==> src/design/lssfc_pkg.sv <==
// Package for the display supply soft-start and fault controller.
// Assumes a single 1.6 MHz switching clock domain; comparator flags arrive synchronous.
package lssfc_pkg;
    // Soft-start step lengths in switching clock cycles
    localparam int unsigned STEP_CYCLES_STD = 1024;
    localparam int unsigned STEP_CYCLES_EXT = 2048;
    localparam int unsigned STEP_CNT_W      = 12;

    // Current limit codes, in fifths of the nominal limit
    localparam logic [2:0] ILIM_TWO_FIFTHS   = 3'h2;
    localparam logic [2:0] ILIM_THREE_FIFTHS = 3'h3;
    localparam logic [2:0] ILIM_FULL         = 3'h5;
    localparam logic [2:0] ILIM_OFF          = 3'h0;

    typedef enum logic [2:0] {
        LSSFC_IDLE     = 3'b000,
        LSSFC_BOOST    = 3'b001,
        LSSFC_NEG_PUMP = 3'b010,
        LSSFC_POS_PUMP = 3'b011,
        LSSFC_RUN      = 3'b100,
        LSSFC_FAULT    = 3'b101
    } lssfc_state_t;

    // Comparator flags from the analogue side, high when the condition holds
    typedef struct packed {
        logic boost_ov;        // Boost output above overvoltage level
        logic boost_pg;        // Boost output above power-good level
        logic neg_pg;          // Negative pump within power-good band
        logic pos_pg;          // Positive pump above power-good level
        logic over_temp;       // Die at thermal shutdown level
        logic reg_low;         // Regulator output below foldback level
        logic backplane_ref_ok; // Backplane reference input above enable level
    } lssfc_flags_t;

    // Enables towards the analogue power stages
    typedef struct packed {
        logic boost_en;
        logic boost_switch;
        logic neg_pump_en;
        logic pos_pump_en;
        logic backplane_en;
        logic regulator_en;
        logic reg_foldback;
    } lssfc_rails_t;
endpackage : lssfc_pkg

==> src/design/lssfc_ilim_steps.sv <==
// Boost current limit stepper used during soft start.
// Assumes start is held high for as long as the boost converter is up.
`timescale 1ns/1ps
module lssfc_ilim_steps #(
    parameter int unsigned STEP_STD = lssfc_pkg::STEP_CYCLES_STD,
    parameter int unsigned STEP_EXT = lssfc_pkg::STEP_CYCLES_EXT
) (
    input  wire logic       CLK,
    input  wire logic       NRST,
    input  wire logic       start,
    input  wire logic       extended,
    output logic [2:0]      ilim
);
    logic [lssfc_pkg::STEP_CNT_W-1:0] cnt;
    logic [1:0]                       step;
    logic [lssfc_pkg::STEP_CNT_W-1:0] last;

    assign last = extended ? lssfc_pkg::STEP_CNT_W'(STEP_EXT - 1)
                           : lssfc_pkg::STEP_CNT_W'(STEP_STD - 1);

    // Dropping start returns to the first step, so every restart is soft
    always_ff @(posedge CLK or negedge NRST)
    begin
        if (!NRST)
        begin
            cnt  <= '0;
            step <= 2'h0;
        end
        else if (!start)
        begin
            cnt  <= '0;
            step <= 2'h0;
        end
        else if (step != 2'h2)
        begin
            if (cnt == last)
            begin
                cnt  <= '0;
                step <= step + 2'h1;
            end
            else
            begin
                cnt <= cnt + 1'b1;
            end
        end
    end

    always_ff @(posedge CLK or negedge NRST)
    begin
        if (!NRST)
            ilim <= lssfc_pkg::ILIM_OFF;
        else if (!start)
            ilim <= lssfc_pkg::ILIM_OFF;
        // Follows step one edge late, so each level stands a full step length
        else if (step == 2'h0)
            ilim <= lssfc_pkg::ILIM_TWO_FIFTHS;
        else if (step == 2'h1)
            ilim <= lssfc_pkg::ILIM_THREE_FIFTHS;
        else
            ilim <= lssfc_pkg::ILIM_FULL;
    end

    AST_ILIM_START_LOW: assert property (@(posedge CLK) disable iff (!NRST)
        $rose(start) |=> ilim == lssfc_pkg::ILIM_TWO_FIFTHS)
        else $error("Current limit did not start at two fifths");
    AST_ILIM_NEVER_DROPS: assert property (@(posedge CLK) disable iff (!NRST)
        start && $past(start) && ilim != $past(ilim) |-> ilim > $past(ilim))
        else $error("Current limit stepped down during soft start");
endmodule : lssfc_ilim_steps

==> src/design/lssfc_ctrl.sv <==
// Soft-start sequencing and latched fault shutdown for a triple-rail display supply.
// Assumes analogue comparators give synchronous flags; NRST is the input lockout.
`timescale 1ns/1ps
module lssfc_ctrl #(
    parameter bit FAULT_PROTECT = 1'b1
) (
    input  wire logic                    CLK,
    input  wire logic                    NRST,
    input  wire logic                    MAIN_ENABLE,
    input  wire logic                    REGULATOR_ENABLE,
    input  wire lssfc_pkg::lssfc_flags_t FLAGS,
    output lssfc_pkg::lssfc_rails_t      RAILS,
    output logic [2:0]                   BOOST_ILIM,
    output logic                         FAULT_LATCHED,
    output logic                         SOFT_START_DONE
);
    lssfc_pkg::lssfc_state_t state;
    lssfc_pkg::lssfc_state_t next_state;
    logic                    pg_fault;
    logic                    fault;
    logic                    boost_up;
    logic [2:0]              ilim;

    // Unprotected variant has only the thermal trip as a shutdown cause
    assign pg_fault = FAULT_PROTECT &&
                      ((!FLAGS.boost_pg)
                       || (state >= lssfc_pkg::LSSFC_POS_PUMP && !FLAGS.neg_pg)
                       || (state == lssfc_pkg::LSSFC_RUN && !FLAGS.pos_pg));
    // Power-good is only judged once the rail has been brought up
    assign fault = FLAGS.over_temp
                   || (pg_fault && state >= lssfc_pkg::LSSFC_NEG_PUMP);

    always_comb
    begin
        next_state = state;
        case (state)
            lssfc_pkg::LSSFC_IDLE:
                if (MAIN_ENABLE)
                    next_state = lssfc_pkg::LSSFC_BOOST;
            lssfc_pkg::LSSFC_BOOST:
                if (FLAGS.boost_pg)
                    next_state = lssfc_pkg::LSSFC_NEG_PUMP;
            lssfc_pkg::LSSFC_NEG_PUMP:
                if (FLAGS.neg_pg)
                    next_state = lssfc_pkg::LSSFC_POS_PUMP;
            lssfc_pkg::LSSFC_POS_PUMP:
                if (FLAGS.pos_pg)
                    next_state = lssfc_pkg::LSSFC_RUN;
            lssfc_pkg::LSSFC_RUN:
                next_state = lssfc_pkg::LSSFC_RUN;
            lssfc_pkg::LSSFC_FAULT:
                next_state = lssfc_pkg::LSSFC_FAULT;
            default:
                next_state = lssfc_pkg::LSSFC_IDLE;
        endcase
        if (state != lssfc_pkg::LSSFC_IDLE && state != lssfc_pkg::LSSFC_FAULT && fault)
            next_state = lssfc_pkg::LSSFC_FAULT;
        if (!MAIN_ENABLE)
            next_state = lssfc_pkg::LSSFC_IDLE;
    end

    // Lockout is the asynchronous reset, so a supply dip clears the latch too
    always_ff @(posedge CLK or negedge NRST)
    begin
        if (!NRST)
            state <= lssfc_pkg::LSSFC_IDLE;
        else
            state <= next_state;
    end

    assign boost_up = state != lssfc_pkg::LSSFC_IDLE && state != lssfc_pkg::LSSFC_FAULT;

    lssfc_ilim_steps #(
        .STEP_STD (lssfc_pkg::STEP_CYCLES_STD),
        .STEP_EXT (lssfc_pkg::STEP_CYCLES_EXT)
    ) u_steps (
        .CLK      (CLK),
        .NRST     (NRST),
        .start    (boost_up),
        .extended (!FAULT_PROTECT),
        .ilim     (ilim)
    );

    assign BOOST_ILIM = ilim;

    always_ff @(posedge CLK or negedge NRST)
    begin
        if (!NRST)
        begin
            RAILS           <= '0;
            FAULT_LATCHED   <= 1'b0;
            SOFT_START_DONE <= 1'b0;
        end
        else
        begin
            RAILS.boost_en     <= boost_up;
            RAILS.boost_switch <= boost_up && !FLAGS.boost_ov;
            RAILS.neg_pump_en  <= state >= lssfc_pkg::LSSFC_NEG_PUMP
                                  && state != lssfc_pkg::LSSFC_FAULT;
            RAILS.pos_pump_en  <= state >= lssfc_pkg::LSSFC_POS_PUMP
                                  && state != lssfc_pkg::LSSFC_FAULT;
            RAILS.backplane_en <= state == lssfc_pkg::LSSFC_RUN
                                  && FLAGS.backplane_ref_ok;
            RAILS.regulator_en <= REGULATOR_ENABLE;
            RAILS.reg_foldback <= REGULATOR_ENABLE && FLAGS.reg_low;
            FAULT_LATCHED      <= state == lssfc_pkg::LSSFC_FAULT;
            SOFT_START_DONE    <= ilim == lssfc_pkg::ILIM_FULL;
        end
    end

    AST_OT_SHUTDOWN: assert property (@(posedge CLK) disable iff (!NRST)
        MAIN_ENABLE && boost_up && FLAGS.over_temp
        |=> state == lssfc_pkg::LSSFC_FAULT ##1 !RAILS.boost_en)
        else $error("Over-temperature did not shut the rails down");
    AST_BOOST_PG_FAULT: assert property (@(posedge CLK) disable iff (!NRST)
        FAULT_PROTECT && MAIN_ENABLE && state == lssfc_pkg::LSSFC_RUN && !FLAGS.boost_pg
        |=> state == lssfc_pkg::LSSFC_FAULT)
        else $error("Boost power-good loss ignored");
    AST_NEG_PG_FAULT: assert property (@(posedge CLK) disable iff (!NRST)
        FAULT_PROTECT && MAIN_ENABLE && state == lssfc_pkg::LSSFC_RUN && !FLAGS.neg_pg
        |=> state == lssfc_pkg::LSSFC_FAULT)
        else $error("Negative pump shortfall ignored");
    AST_POS_PG_FAULT: assert property (@(posedge CLK) disable iff (!NRST)
        FAULT_PROTECT && MAIN_ENABLE && state == lssfc_pkg::LSSFC_RUN && !FLAGS.pos_pg
        |=> state == lssfc_pkg::LSSFC_FAULT)
        else $error("Positive pump shortfall ignored");
    AST_NO_PG_SHUTDOWN: assert property (@(posedge CLK) disable iff (!NRST)
        !FAULT_PROTECT && !FLAGS.over_temp && state != lssfc_pkg::LSSFC_FAULT
        |=> state != lssfc_pkg::LSSFC_FAULT)
        else $error("Unprotected variant shut down on power-good loss");
    AST_OV_GATES_SWITCH: assert property (@(posedge CLK) disable iff (!NRST)
        FLAGS.boost_ov |=> !RAILS.boost_switch)
        else $error("Boost switched while above overvoltage level");
    AST_LATCH_HOLDS: assert property (@(posedge CLK) disable iff (!NRST)
        state == lssfc_pkg::LSSFC_FAULT && MAIN_ENABLE
        |=> state == lssfc_pkg::LSSFC_FAULT)
        else $error("Fault latch left without enable low");
    AST_ENABLE_CLEARS: assert property (@(posedge CLK) disable iff (!NRST)
        !MAIN_ENABLE |=> state == lssfc_pkg::LSSFC_IDLE ##1 !FAULT_LATCHED)
        else $error("Enable low did not clear the fault");
    AST_SEQ_ORDER: assert property (@(posedge CLK) disable iff (!NRST)
        RAILS.pos_pump_en |-> RAILS.neg_pump_en && RAILS.boost_en)
        else $error("Positive pump enabled out of order");
    AST_REG_INDEPENDENT: assert property (@(posedge CLK) disable iff (!NRST)
        REGULATOR_ENABLE |=> RAILS.regulator_en)
        else $error("Regulator did not follow its own enable");
endmodule : lssfc_ctrl

==> config.mk <==
export PLATFORM = sky130hd
export DESIGN_NAME = lssfc_ctrl
export DESIGN_NICKNAME = d
export VERILOG_FILES = /design/src/design/lssfc_pkg.sv /design/src/design/lssfc_ilim_steps.sv /design/src/design/lssfc_ctrl.sv
export SDC_FILE = /design/constraint.sdc
export NUM_CORES = 1
export LEC_CHECK = 0
export BUFFER_PORTS_ARGS = -buffer_cell sky130_fd_sc_hd__buf_4
export CORE_ASPECT_RATIO = 1.1
export CORE_UTILIZATION = 35
export CTS_BUF_LIST = sky130_fd_sc_hd__clkbuf_4
export DETAILED_ROUTE_END_ITERATION = 12
export HOLD_SLACK_MARGIN = 0.03
export SLEW_MARGIN = 20
export SYNTH_ARGS = -nofsm -noshare
export SYNTH_HDL_FRONTEND = slang
export SYNTH_SLANG_ARGS = --single-unit
==> constraint.sdc <==
create_clock -name CLK -period 2 [get_ports CLK]
set_input_delay 0.1 -clock CLK [delete_from_list [all_inputs] [get_ports CLK]]
set_output_delay 0.1 -clock CLK [all_outputs]
set_load 0.1 [all_outputs]
; Word level (Yosys, flattened, before mapping)
; Index checks and enable logic that the tools add are counted.
[totals]
reg_bits = 29
in_bits = 11
output_inout_bits = 12
[classes]
addsub = 2
magnitude_cmp = 2
n_eq_ne = 15
n_mux = 15
reduce_logical = 22
[op_table]
columns = cell, count
row1 = $mux 12, 3
row2 = $mux 3, 8
row3 = $pmux 3 s6, 1
row4 = $add 12x1->12 const B, 1
row5 = $eq 12x10->1 const B, 1
row6 = $ne 4x4->1 const B, 3
row7 = $logic_and 1x1->1, 10
row8 = $eq 3x3->1 const B, 3
row9 = $eq 3x2->1 const B, 2
row10 = $ge 3x2->1 const B, 2
row11 = $mux 2, 3
row12 = $logic_not 1->1, 4
row13 = $ne 2x1->1 const B, 2
row14 = $eq 3x1->1 const B, 1
row15 = $logic_not 3->1, 1
row16 = $logic_or 1x1->1, 3
row17 = $ne 3x3->1 const B, 1
row18 = $reduce_and 3->1, 1
row19 = $reduce_bool 3->1, 1
row20 = $add 2x1->2 const B, 1
row21 = $eq 2x1->1 const B, 1
row22 = $logic_not 2->1, 1
row23 = $ne 2x2->1 const B, 1
row24 = $reduce_and 2->1, 1

; Depth between registers and ports, before layout
; Gate-level depths: netlist (run 1).
[logic_depth]
ltp_word = 9
depth_mapped = 6

; Cells and area by module
; A second synthesis (run 1) with hierarchy kept.
[hier_totals]
hier_cells = 142
area_unflattened_um2 = 1529.0
[by_module_without_submodules]
columns = module, instances, cells_each, area_per_inst_um2
row1 = lssfc_ilim_steps, 1, 88, 957.2
row2 = lssfc_ctrl, 1, 54, 571.8

; Worst setup path after synthesis (run 1)
; No wires, ideal clock.
[synth_timing]
path_kind = flip-flop to flip-flop
from = reg u_steps.cnt[0] (netlist bit)
to = reg u_steps.cnt[10] (netlist bit)
setup_time_ns = 0.134
arrival_ns = 1.520
required_time_ns = 1.866
path_slack_ns = 0.345
path_stages_with_launch = 7
period_less_slack_ns = 1.655
path_cell_list = dfrtp_1 -> ha_1 -> nand4_1 -> nor4_2 -> or2_1 -> clkbuf_1 -> a21oi_1
[synth_between]
elab_chain_cells = 4
elab_cells_between_ends = 5
cone_classes = add/sub (1) / eq/ne (1) / mux (3)
[synth_lines]
columns = element, line
row1 = "start, declared", lssfc_ilim_steps.sv:14  ; logic [lssfc_pkg::STEP_CNT_W-1:0] cnt;
row2 = "start signal, assigned", lssfc_ilim_steps.sv:43  ; cnt <= cnt + 1'b1;
row3 = $add 12x1->12 / $eq 12x10->1 (equally long branches), "lssfc_ilim_steps.sv:43, lssfc_ilim_steps.sv:36"
row4 = $mux 12 *, lssfc_ilim_steps.sv:36  ; if (cnt == last)
row5 = $mux 12 *, lssfc_ilim_steps.sv:34  ; else if (step != 2'h2)
row6 = $mux 12 *, lssfc_ilim_steps.sv:29  ; else if (!start)
; Every way passes the cells marked *; elsewhere a longest branch is shown, timed or not. The select of a mux whose other input is x is not followed.
; A chain may end at the register's enable or synchronous reset.

; Worst setup path in the final report (run 1)
[layout_timing]
from = reg u_steps.cnt[0] (netlist bit)
to = reg u_steps.cnt[11] (netlist bit)
; Same word-level chain as after synthesis.

==> key figures, run 1 <==
Synth
  – Adder-Cell Fraction of Synth Area: 3.62%
  – Sequential share of the synthesized area: 52.4%
  – Avg Synthesized Cell Area: 10.3 µm²
  – Syn_nets: 150
  – Ys Warns: 0
  – Largest family of logic cells by synthesized area: simple AND/OR/NAND/NOR gates
  – Mux contribution to synthesized area: 1.54%
  – XOR/XNOR Fraction of Synth Area: 2.53%
  – Area share of the leading cell type in the synthesized netlist: 52.4%
  – Dominant synthesized flop cell: dfrtp_1
  – Synth Area in Simple Gates: 21.9%
  – Mapped Cells: 135
  – Area contributors post-synth: dfrtp_1, a21oi_1, ha_1
  – Post-synthesis cell type count: 42
  – Post-synthesis register bit count: 29
  – Mapped Area: 1380 µm²
  – Synth area leader: dfrtp_1
  – Share of flip-flops with an asynchronous set or reset: 100%
  – Synth Area in Compound Gates: 14.0%
  – Post-synth EDFFs: 0

Global route
  – Met3 Usage GRT: 4.73%
  – M2 GR Usage: 26.2%
  – GR peak layer: met2
  – Number of global-route vias before repair: 1060
  – Antenna violations before repair: 0
  – First-pass GRT wire length: 4.62 mm
  – Largest net degree at the start of global routing: 30
  – GRT met1 Usage: 17.0%
  – Gr usage total: 15.4%
  – Total grt overflow: 0

Power
  – Pleak: 0.763 nW
  – Reg power frac: 51.3%
  – Clock Power Share: 26.1%
  – VDD IR max: 0.359 mV
  – Pwr Density: 742 nW/µm²
  – Final Total Pwr: 0.00126 W
  – Combinational share of power: 22.5%
  – Net Sw Frac: 33.1%
  – Cell Int Power: 0.000844 W
  – Switching Power: 0.000419 W

Critical path
  – Cells on worst reg2reg path: 5
  – Worst EP arrival: 2.04 ns
  – FF-to-FF Start: u_steps.cnt[0]
  – CP Class: flip-flop to flip-flop
  – R2r endpoint: u_steps.cnt[11]
  – Nature of the critical path endpoint: flip-flop
  – Reg2Reg Setup Slack: 0.16 ns
  – Critical-path maximum fanout: 6
  – Critical Path RT: 2.20 ns
  – Crit start category: flip-flop

Timing
  – Setup tns final: 0 ns
  – RSZ-0062 raised after global routing: no
  – Actual slew at the worst max-slew pin: 0.552 ns
  – Layout Skew: 0.00446 ns
  – Fmax: 542 MHz
  – Fin crit period: 1.84 ns
  – Final setup viols: 0
  – Max-slew violations: 0
  – Final Hold Viols: 0
  – Slew margin rel.: 63.0%
  – Tcrit/Tclk final: 92.2%

Die
  – Core footprint: 3710 µm²
  – Starting Density: 37.3%
  – Rows: 23
  – # IOs: 23
  – Die W: 62.0 µm
  – Die Span Y: 67.9 µm
  – Die Area: 4210 µm²

Clocking
  – Num Clock Sinks: 29
  – Clk slew on worst S/H paths: 0.08 ns
  – CTS tree: done
  – Clock Path Buffers: 2
  – Worst-Skew Late Latency: 0.31 ns
  – # Post-CTS Setup Buffers: 0
  – Total CTS buffers: 5
  – Htree depth: 2
  – Root Driver: clkbuf_4

Final layout
  – Non-filler instance count after layout: 215
  – Post-route design area: 1700 µm²
  – Final Net Count: 180
  – Commonest non-fill, non-tap cells in the layout: dfrtp_1, buf_4, a21oi_1, nor2_1, nand2_1
  – Most common cell after layout, fill and taps aside: dfrtp_1
  – Share of layout cells above drive strength 1: 23.6%
  – Area Overhead vs Synth: 23.0%
  – Final core occ: 45.8%
  – Diode count: 0

Route
  – Post-DR wirelength/cell: 12.5 µm
  – Via density: 5.04
  – Via count: 1084
  – DR iter-0 viols: 23
  – Post-DRT Antenna Nets: 0
  – Detailed-route DRC error count: 0
  – Drt first pass iters: 4
  – Post-Route WL: 2.70 mm

Placement
  – Placer Congestion: 0.788
  – Dpl cells: 204
  – DP Area: 1610 µm²
  – Count of input and output buffers: 22
  – Detail Placement HPWL: 1.94 mm

Flow run
  – Max cap viols: 0

Worst hold path
  – Hold Path End: RAILS[2]
  – Hold depth: 2
  – Hold Path Class: input pin to flip-flop
  – Hold Path Origin: FLAGS[0]

Run status
  – Status: finished, final reports clean
-- registers in the layout, summed over array words and instances, names as in the netlist --
name and flops:
FAULT_LATCHED 1, RAILS 7, SOFT_START_DONE 1, state 3
u_steps.cnt 12, u_steps.ilim 3, u_steps.step 2
-- worst max-delay path, stage by stage (launching register included) --
cell and delay (ns):
dfrtp_1 0.39, ha_1 0.21, nand4_1 0.28, nor3_1 0.38
nor3_1 0.13, a221o_1 0.35
-- repair_timing --
| action | in CTS | in global routing |
|---|---|---|
| endpoints found under the hold margin | 32 | 0 |
| hold buffers | 4 | 0 |
| setup endpoints to repair | 0 | 4 |
| resized for setup | 0 | 1 |
-- power by group through the flow --
stage / sequential (W) / clock, W / combinational [W]
2_1_floorplan: 0.000770 / 0 / 0.0000904
3_3_place_gp: 0.000658 / 0 / 0.000274
3_5_place_dp: 0.000660 / 0 / 0.000280
4_1_cts: 0.000649 / 0.000343 / 0.000287
5_1_grt: 0.000653 / 0.000370 / 0.000308
6_report: 0.000648 / 0.000330 / 0.000285
-- layer usage --
| metal | vias up | share of wire (%) | wire length, µm |
|---|---|---|---|
| met5 | - | 0 | 0 |
| met4 | 0 | 1.3 | 34 |
| met3 | 2 | 2.8 | 76 |
| met2 | 16 | 53 | 1420 |
| met1 | 526 | 43 | 1160 |
| li1 | 540 | - | - |
-- through the flow --
step | hold slack, ns | setup WS (ns)
3_5_place_dp | 0.0461 | 0.0997
6_report | 0.0647 | 0.156
3_3_place_gp | 0.0367 | 0.218
5_1_grt | 0.0608 | 0.0251
4_1_cts | 0.0532 | 0.101
2_1_floorplan | -0.196 | 0.345
-- worst max-delay path by stage --
stage,to,depth (start not counted),start
2_1_floorplan,u_steps.cnt[10],6,u_steps.cnt[0]
3_3_place_gp,u_steps.cnt[11],5,u_steps.cnt[0]
3_5_place_dp,u_steps.cnt[4],5,u_steps.step[0]
4_1_cts,u_steps.cnt[4],5,u_steps.step[0]
5_1_grt,u_steps.cnt[11],5,u_steps.cnt[0]
6_report,u_steps.cnt[11],5,u_steps.cnt[0]
-- layout make-up --
cell class | instances | area [µm²]
Clock buffer | 6 | 45.0
Clock inverter | 1 | 3.75
Fill cell | 347 | 2010
Inverter | 8 | 30.0
Multi-Input combinational cell | 92 | 607
Sequential cell | 29 | 726
Tap cell | 50 | 62.6
Timing Repair Buffer | 29 | 228
-- cells in the mapped netlist, drive strengths merged, types with 2 or more instances --
master	count
a2111oi	2
a21oi	10
and2	2
and3	2
clkbuf	5
dfrtp	29
ha	4
inv	8
nand2	9
nand3	4
nand4	2
nor2	9
nor3	7
nor3b	2
nor4	2
o21ai	8
o31ai	2
or2	2
or3	4
or3b	2
or4	2
xnor2	4
-- logic make-up after synthesis --
| group | Yosys count |
|---|---|
| AOI/OAI and AO/OA | 30 |
| xor gates and xnor gates | 4 |
| adders and majority gates | 4 |
| buffers and inverters | 14 |
| DFF | 29 |
| muxes | 2 |
| and+or+nand+nor | 52 |
Note: power is estimated with default switching activity, not from simulation.
==> run 2: changes to the inputs <==
PLACE_DENSITY = 0.59   (was default)
==> run 2 against run 1 <==
Global-route usage fell by 0.34 points. Sequential share of layout area unchanged. Sequential cell count unchanged.
==> key figures, run 2 (synthesized netlist as in run 1, its figures left out) <==
Route
  – Post-DRT Antenna Nets: 0 (unchanged)
  – Drt first pass iters: 4 (unchanged)
  – Via density: 5.09 (was 5.04)
  – Post-DR wirelength/cell: 12.0 µm (was 12.5 µm)
  – DR iter-0 viols: 18 (was 23)
  – Detailed-route DRC error count: 0 (unchanged)
  – Via count: 1094 (was 1084)
  – Post-Route WL: 2.58 mm (was 2.70 mm)

Timing
  – Tcrit/Tclk final: 87.8% (was 92.2%)
  – Final setup margin: 0.244 ns (was 0.156 ns)
  – Setup tns final: 0 ns (unchanged)
  – RSZ-0062 raised after global routing: no (unchanged)
  – Slew margin rel.: 63.1% (was 63.0%)
  – Max-slew violations: 0 (unchanged)
  – Final Hold Viols: 0 (unchanged)
  – Final setup viols: 0 (unchanged)
  – Fmax: 569 MHz (was 542 MHz)
  – Layout Skew: 0.0113 ns (was 0.00446 ns)
  – Actual slew at the worst max-slew pin: 0.550 ns (was 0.552 ns)
  – Fin crit period: 1.76 ns (was 1.84 ns)

Power
  – Cell Int Power: 0.000844 W (about the same)
  – Final Total Pwr: 0.00127 W (was 0.00126 W)
  – Clock Power Share: 26.5% (was 26.1%)
  – Combinational share of power: 22.4% (was 22.5%)
  – Reg power frac: 51.1% (was 51.3%)
  – Pleak: 0.763 nW (unchanged)
  – Switching Power: 0.000425 W (was 0.000419 W)
  – VDD IR max: 0.421 mV (was 0.359 mV)
  – Net Sw Frac: 33.5% (was 33.1%)
  – Pwr Density: 746 nW/µm² (was 742 nW/µm²)

Critical path
  – Nature of the critical path endpoint: flip-flop (unchanged)
  – Cells on worst reg2reg path: 5 (unchanged)
  – CP peak stage delay: 0.38 ns (was 0.39 ns)
  – Critical-path maximum fanout: 6 (unchanged)
  – CP Class: flip-flop to flip-flop (unchanged)
  – Setup crit start: u_steps.cnt[0] (unchanged)
  – Crit path max-delay cell type: dfrtp_1 (unchanged)
  – Reg2Reg Setup Slack: 0.24 ns (was 0.16 ns)
  – CP dominant cell by count: nor3_1 (unchanged)
  – R2r endpoint: u_steps.cnt[11] (unchanged)
  – Critical-path cell list: ha_1 > nand4_1 > nor3_1 > nor3_1 > a221o_1 (unchanged)
  – Critical Path RT: 2.22 ns (was 2.20 ns)
  – FF-to-FF Start: u_steps.cnt[0] (unchanged)
  – Worst EP arrival: 1.98 ns (was 2.04 ns)
  – Crit start category: flip-flop (unchanged)

Clocking
  – Htree depth: 2 (unchanged)
  – Total CTS buffers: 5 (unchanged)
  – # Post-CTS Setup Buffers: 0 (unchanged)
  – Root Driver: clkbuf_4 (unchanged)
  – CTS tree: done (unchanged)
  – Num Clock Sinks: 29 (unchanged)
  – Clock Path Buffers: 2 (unchanged)
  – Clk slew on worst S/H paths: 0.09 ns (was 0.08 ns)
  – Worst-Skew Late Latency: 0.33 ns (was 0.31 ns)

Worst hold path
  – Hold Path Class: input pin to flip-flop (unchanged)
  – Hold Path Origin: MAIN_ENABLE (was FLAGS[0])
  – Hold depth: 3 (was 2)
  – Hold Path End: state[1] (was RAILS[2])

Global route
  – First-pass GRT wire length: 4.47 mm (was 4.62 mm)
  – Number of global-route vias before repair: 980 (was 1060)
  – Largest net degree at the start of global routing: 30 (unchanged)
  – Gr usage total: 15.0% (was 15.4%)
  – Antenna violations before repair: 0 (unchanged)
  – Total grt overflow: 0 (unchanged)

Flow run
  – Max cap viols: 0 (unchanged)

Die
  – Starting Density: 37.3% (unchanged)
  – Rows: 23 (unchanged)
  – Die W: 62.0 µm (unchanged)
  – Die Area: 4210 µm² (unchanged)
  – Die Span Y: 67.9 µm (unchanged)
  – Core footprint: 3710 µm² (unchanged)
  – # IOs: 23 (unchanged)

Final layout
  – Commonest non-fill, non-tap cells in the layout: dfrtp_1, buf_4, a21oi_1, nor2_1, nand2_1 (unchanged)
  – Diode count: 0 (unchanged)
  – Non-filler instance count after layout: 215 (unchanged)
  – Largest regs: u_steps.cnt (12), RAILS (7) (unchanged)
  – Reg area: 726 µm² (unchanged)
  – Share of layout cells above drive strength 1: 23.6% (unchanged)
  – Most common cell after layout, fill and taps aside: dfrtp_1 (unchanged)
  – Multi-input logic area: 607 µm² (unchanged)
  – Final core occ: 45.8% (unchanged)
  – Final Net Count: 180 (unchanged)
  – Filler Cells Inserted: 365 (was 347)
  – Area Overhead vs Synth: 23.0% (unchanged)
  – Max FFs per register: 12 (unchanged)
  – Reg with most FFs: u_steps.cnt (unchanged)

Placement
  – Dpl cells: 204 (unchanged)
  – Detail Placement HPWL: 1.89 mm (was 1.94 mm)
  – Count of input and output buffers: 22 (unchanged)
  – Placer Congestion: 0.796 (was 0.788)
  – Setup WS pre-CTS: 0.129 ns (was 0.0997 ns)

Run status
  – Status: finished, final reports clean (unchanged)
[run 2: critical path: cells and delay by family (launching register included)]
| family | cells | cell delay, ns |
|---|---|---|
| compound gates | 1 | 0.34 |
| simple gates | 3 | 0.74 |
| flops | 1 | 0.38 |
| fa+ha+maj | 1 | 0.20 |
[run 2: final cells by class]
class	count	area share (%)
inverters	8	1.76
well taps	50	3.68
clock inverters	1	0.221
clock buffers	6	2.65
flip-flops and latches	29	42.6
multi-input cells	92	35.7
repair buffers	29	13.4
[run 2: routing by layer]
layer  global-route usage [%]  share of wire, %  vias up
li1                         -                 -      540
met1                     18.2                42      525
met2                     22.7                51       20
met3                     5.10               3.1        9
met4                     9.17               3.8        0
met5                        0                 0        -
[run 2: worst max-delay path by stage]
stage                      endpoint  slack, ns  cells after the start
global route        u_steps.cnt[11]       0.07                      5
CTS                  u_steps.cnt[4]       0.11                      5
global placement     u_steps.cnt[4]       0.21                      5
finish              u_steps.cnt[11]       0.24                      5
floorplan           u_steps.cnt[10]       0.35                      6
detailed placement   u_steps.cnt[4]       0.13                      5
[run 2: power groups by stage]
stage	Sequential [W]	Clock [W]	Combinational, W
6_report	0.000649	0.000337	0.000284
5_1_grt	0.000655	0.000381	0.000306
4_1_cts	0.000649	0.000350	0.000288
3_5_place_dp	0.000661	0	0.000281
3_3_place_gp	0.000658	0	0.000275
2_1_floorplan	0.000770	0	0.0000904
[run 2: repair_timing]
item,4_1_cts,5_1_grt
setup endpoints to repair,0,7
gates resized for setup,0,1
hold buffers,4,0
endpoints found under the hold margin,32,0
[run 2: through the flow]
stage | hold slack, ns | cell area (µm²)
after floorplan | -0.196 | 1380
after global placement | 0.0402 | 1610
after detailed placement | 0.0463 | 1610
after CTS | 0.0444 | 1700
after global routing | 0.0509 | 1700
final | 0.0558 | 1700
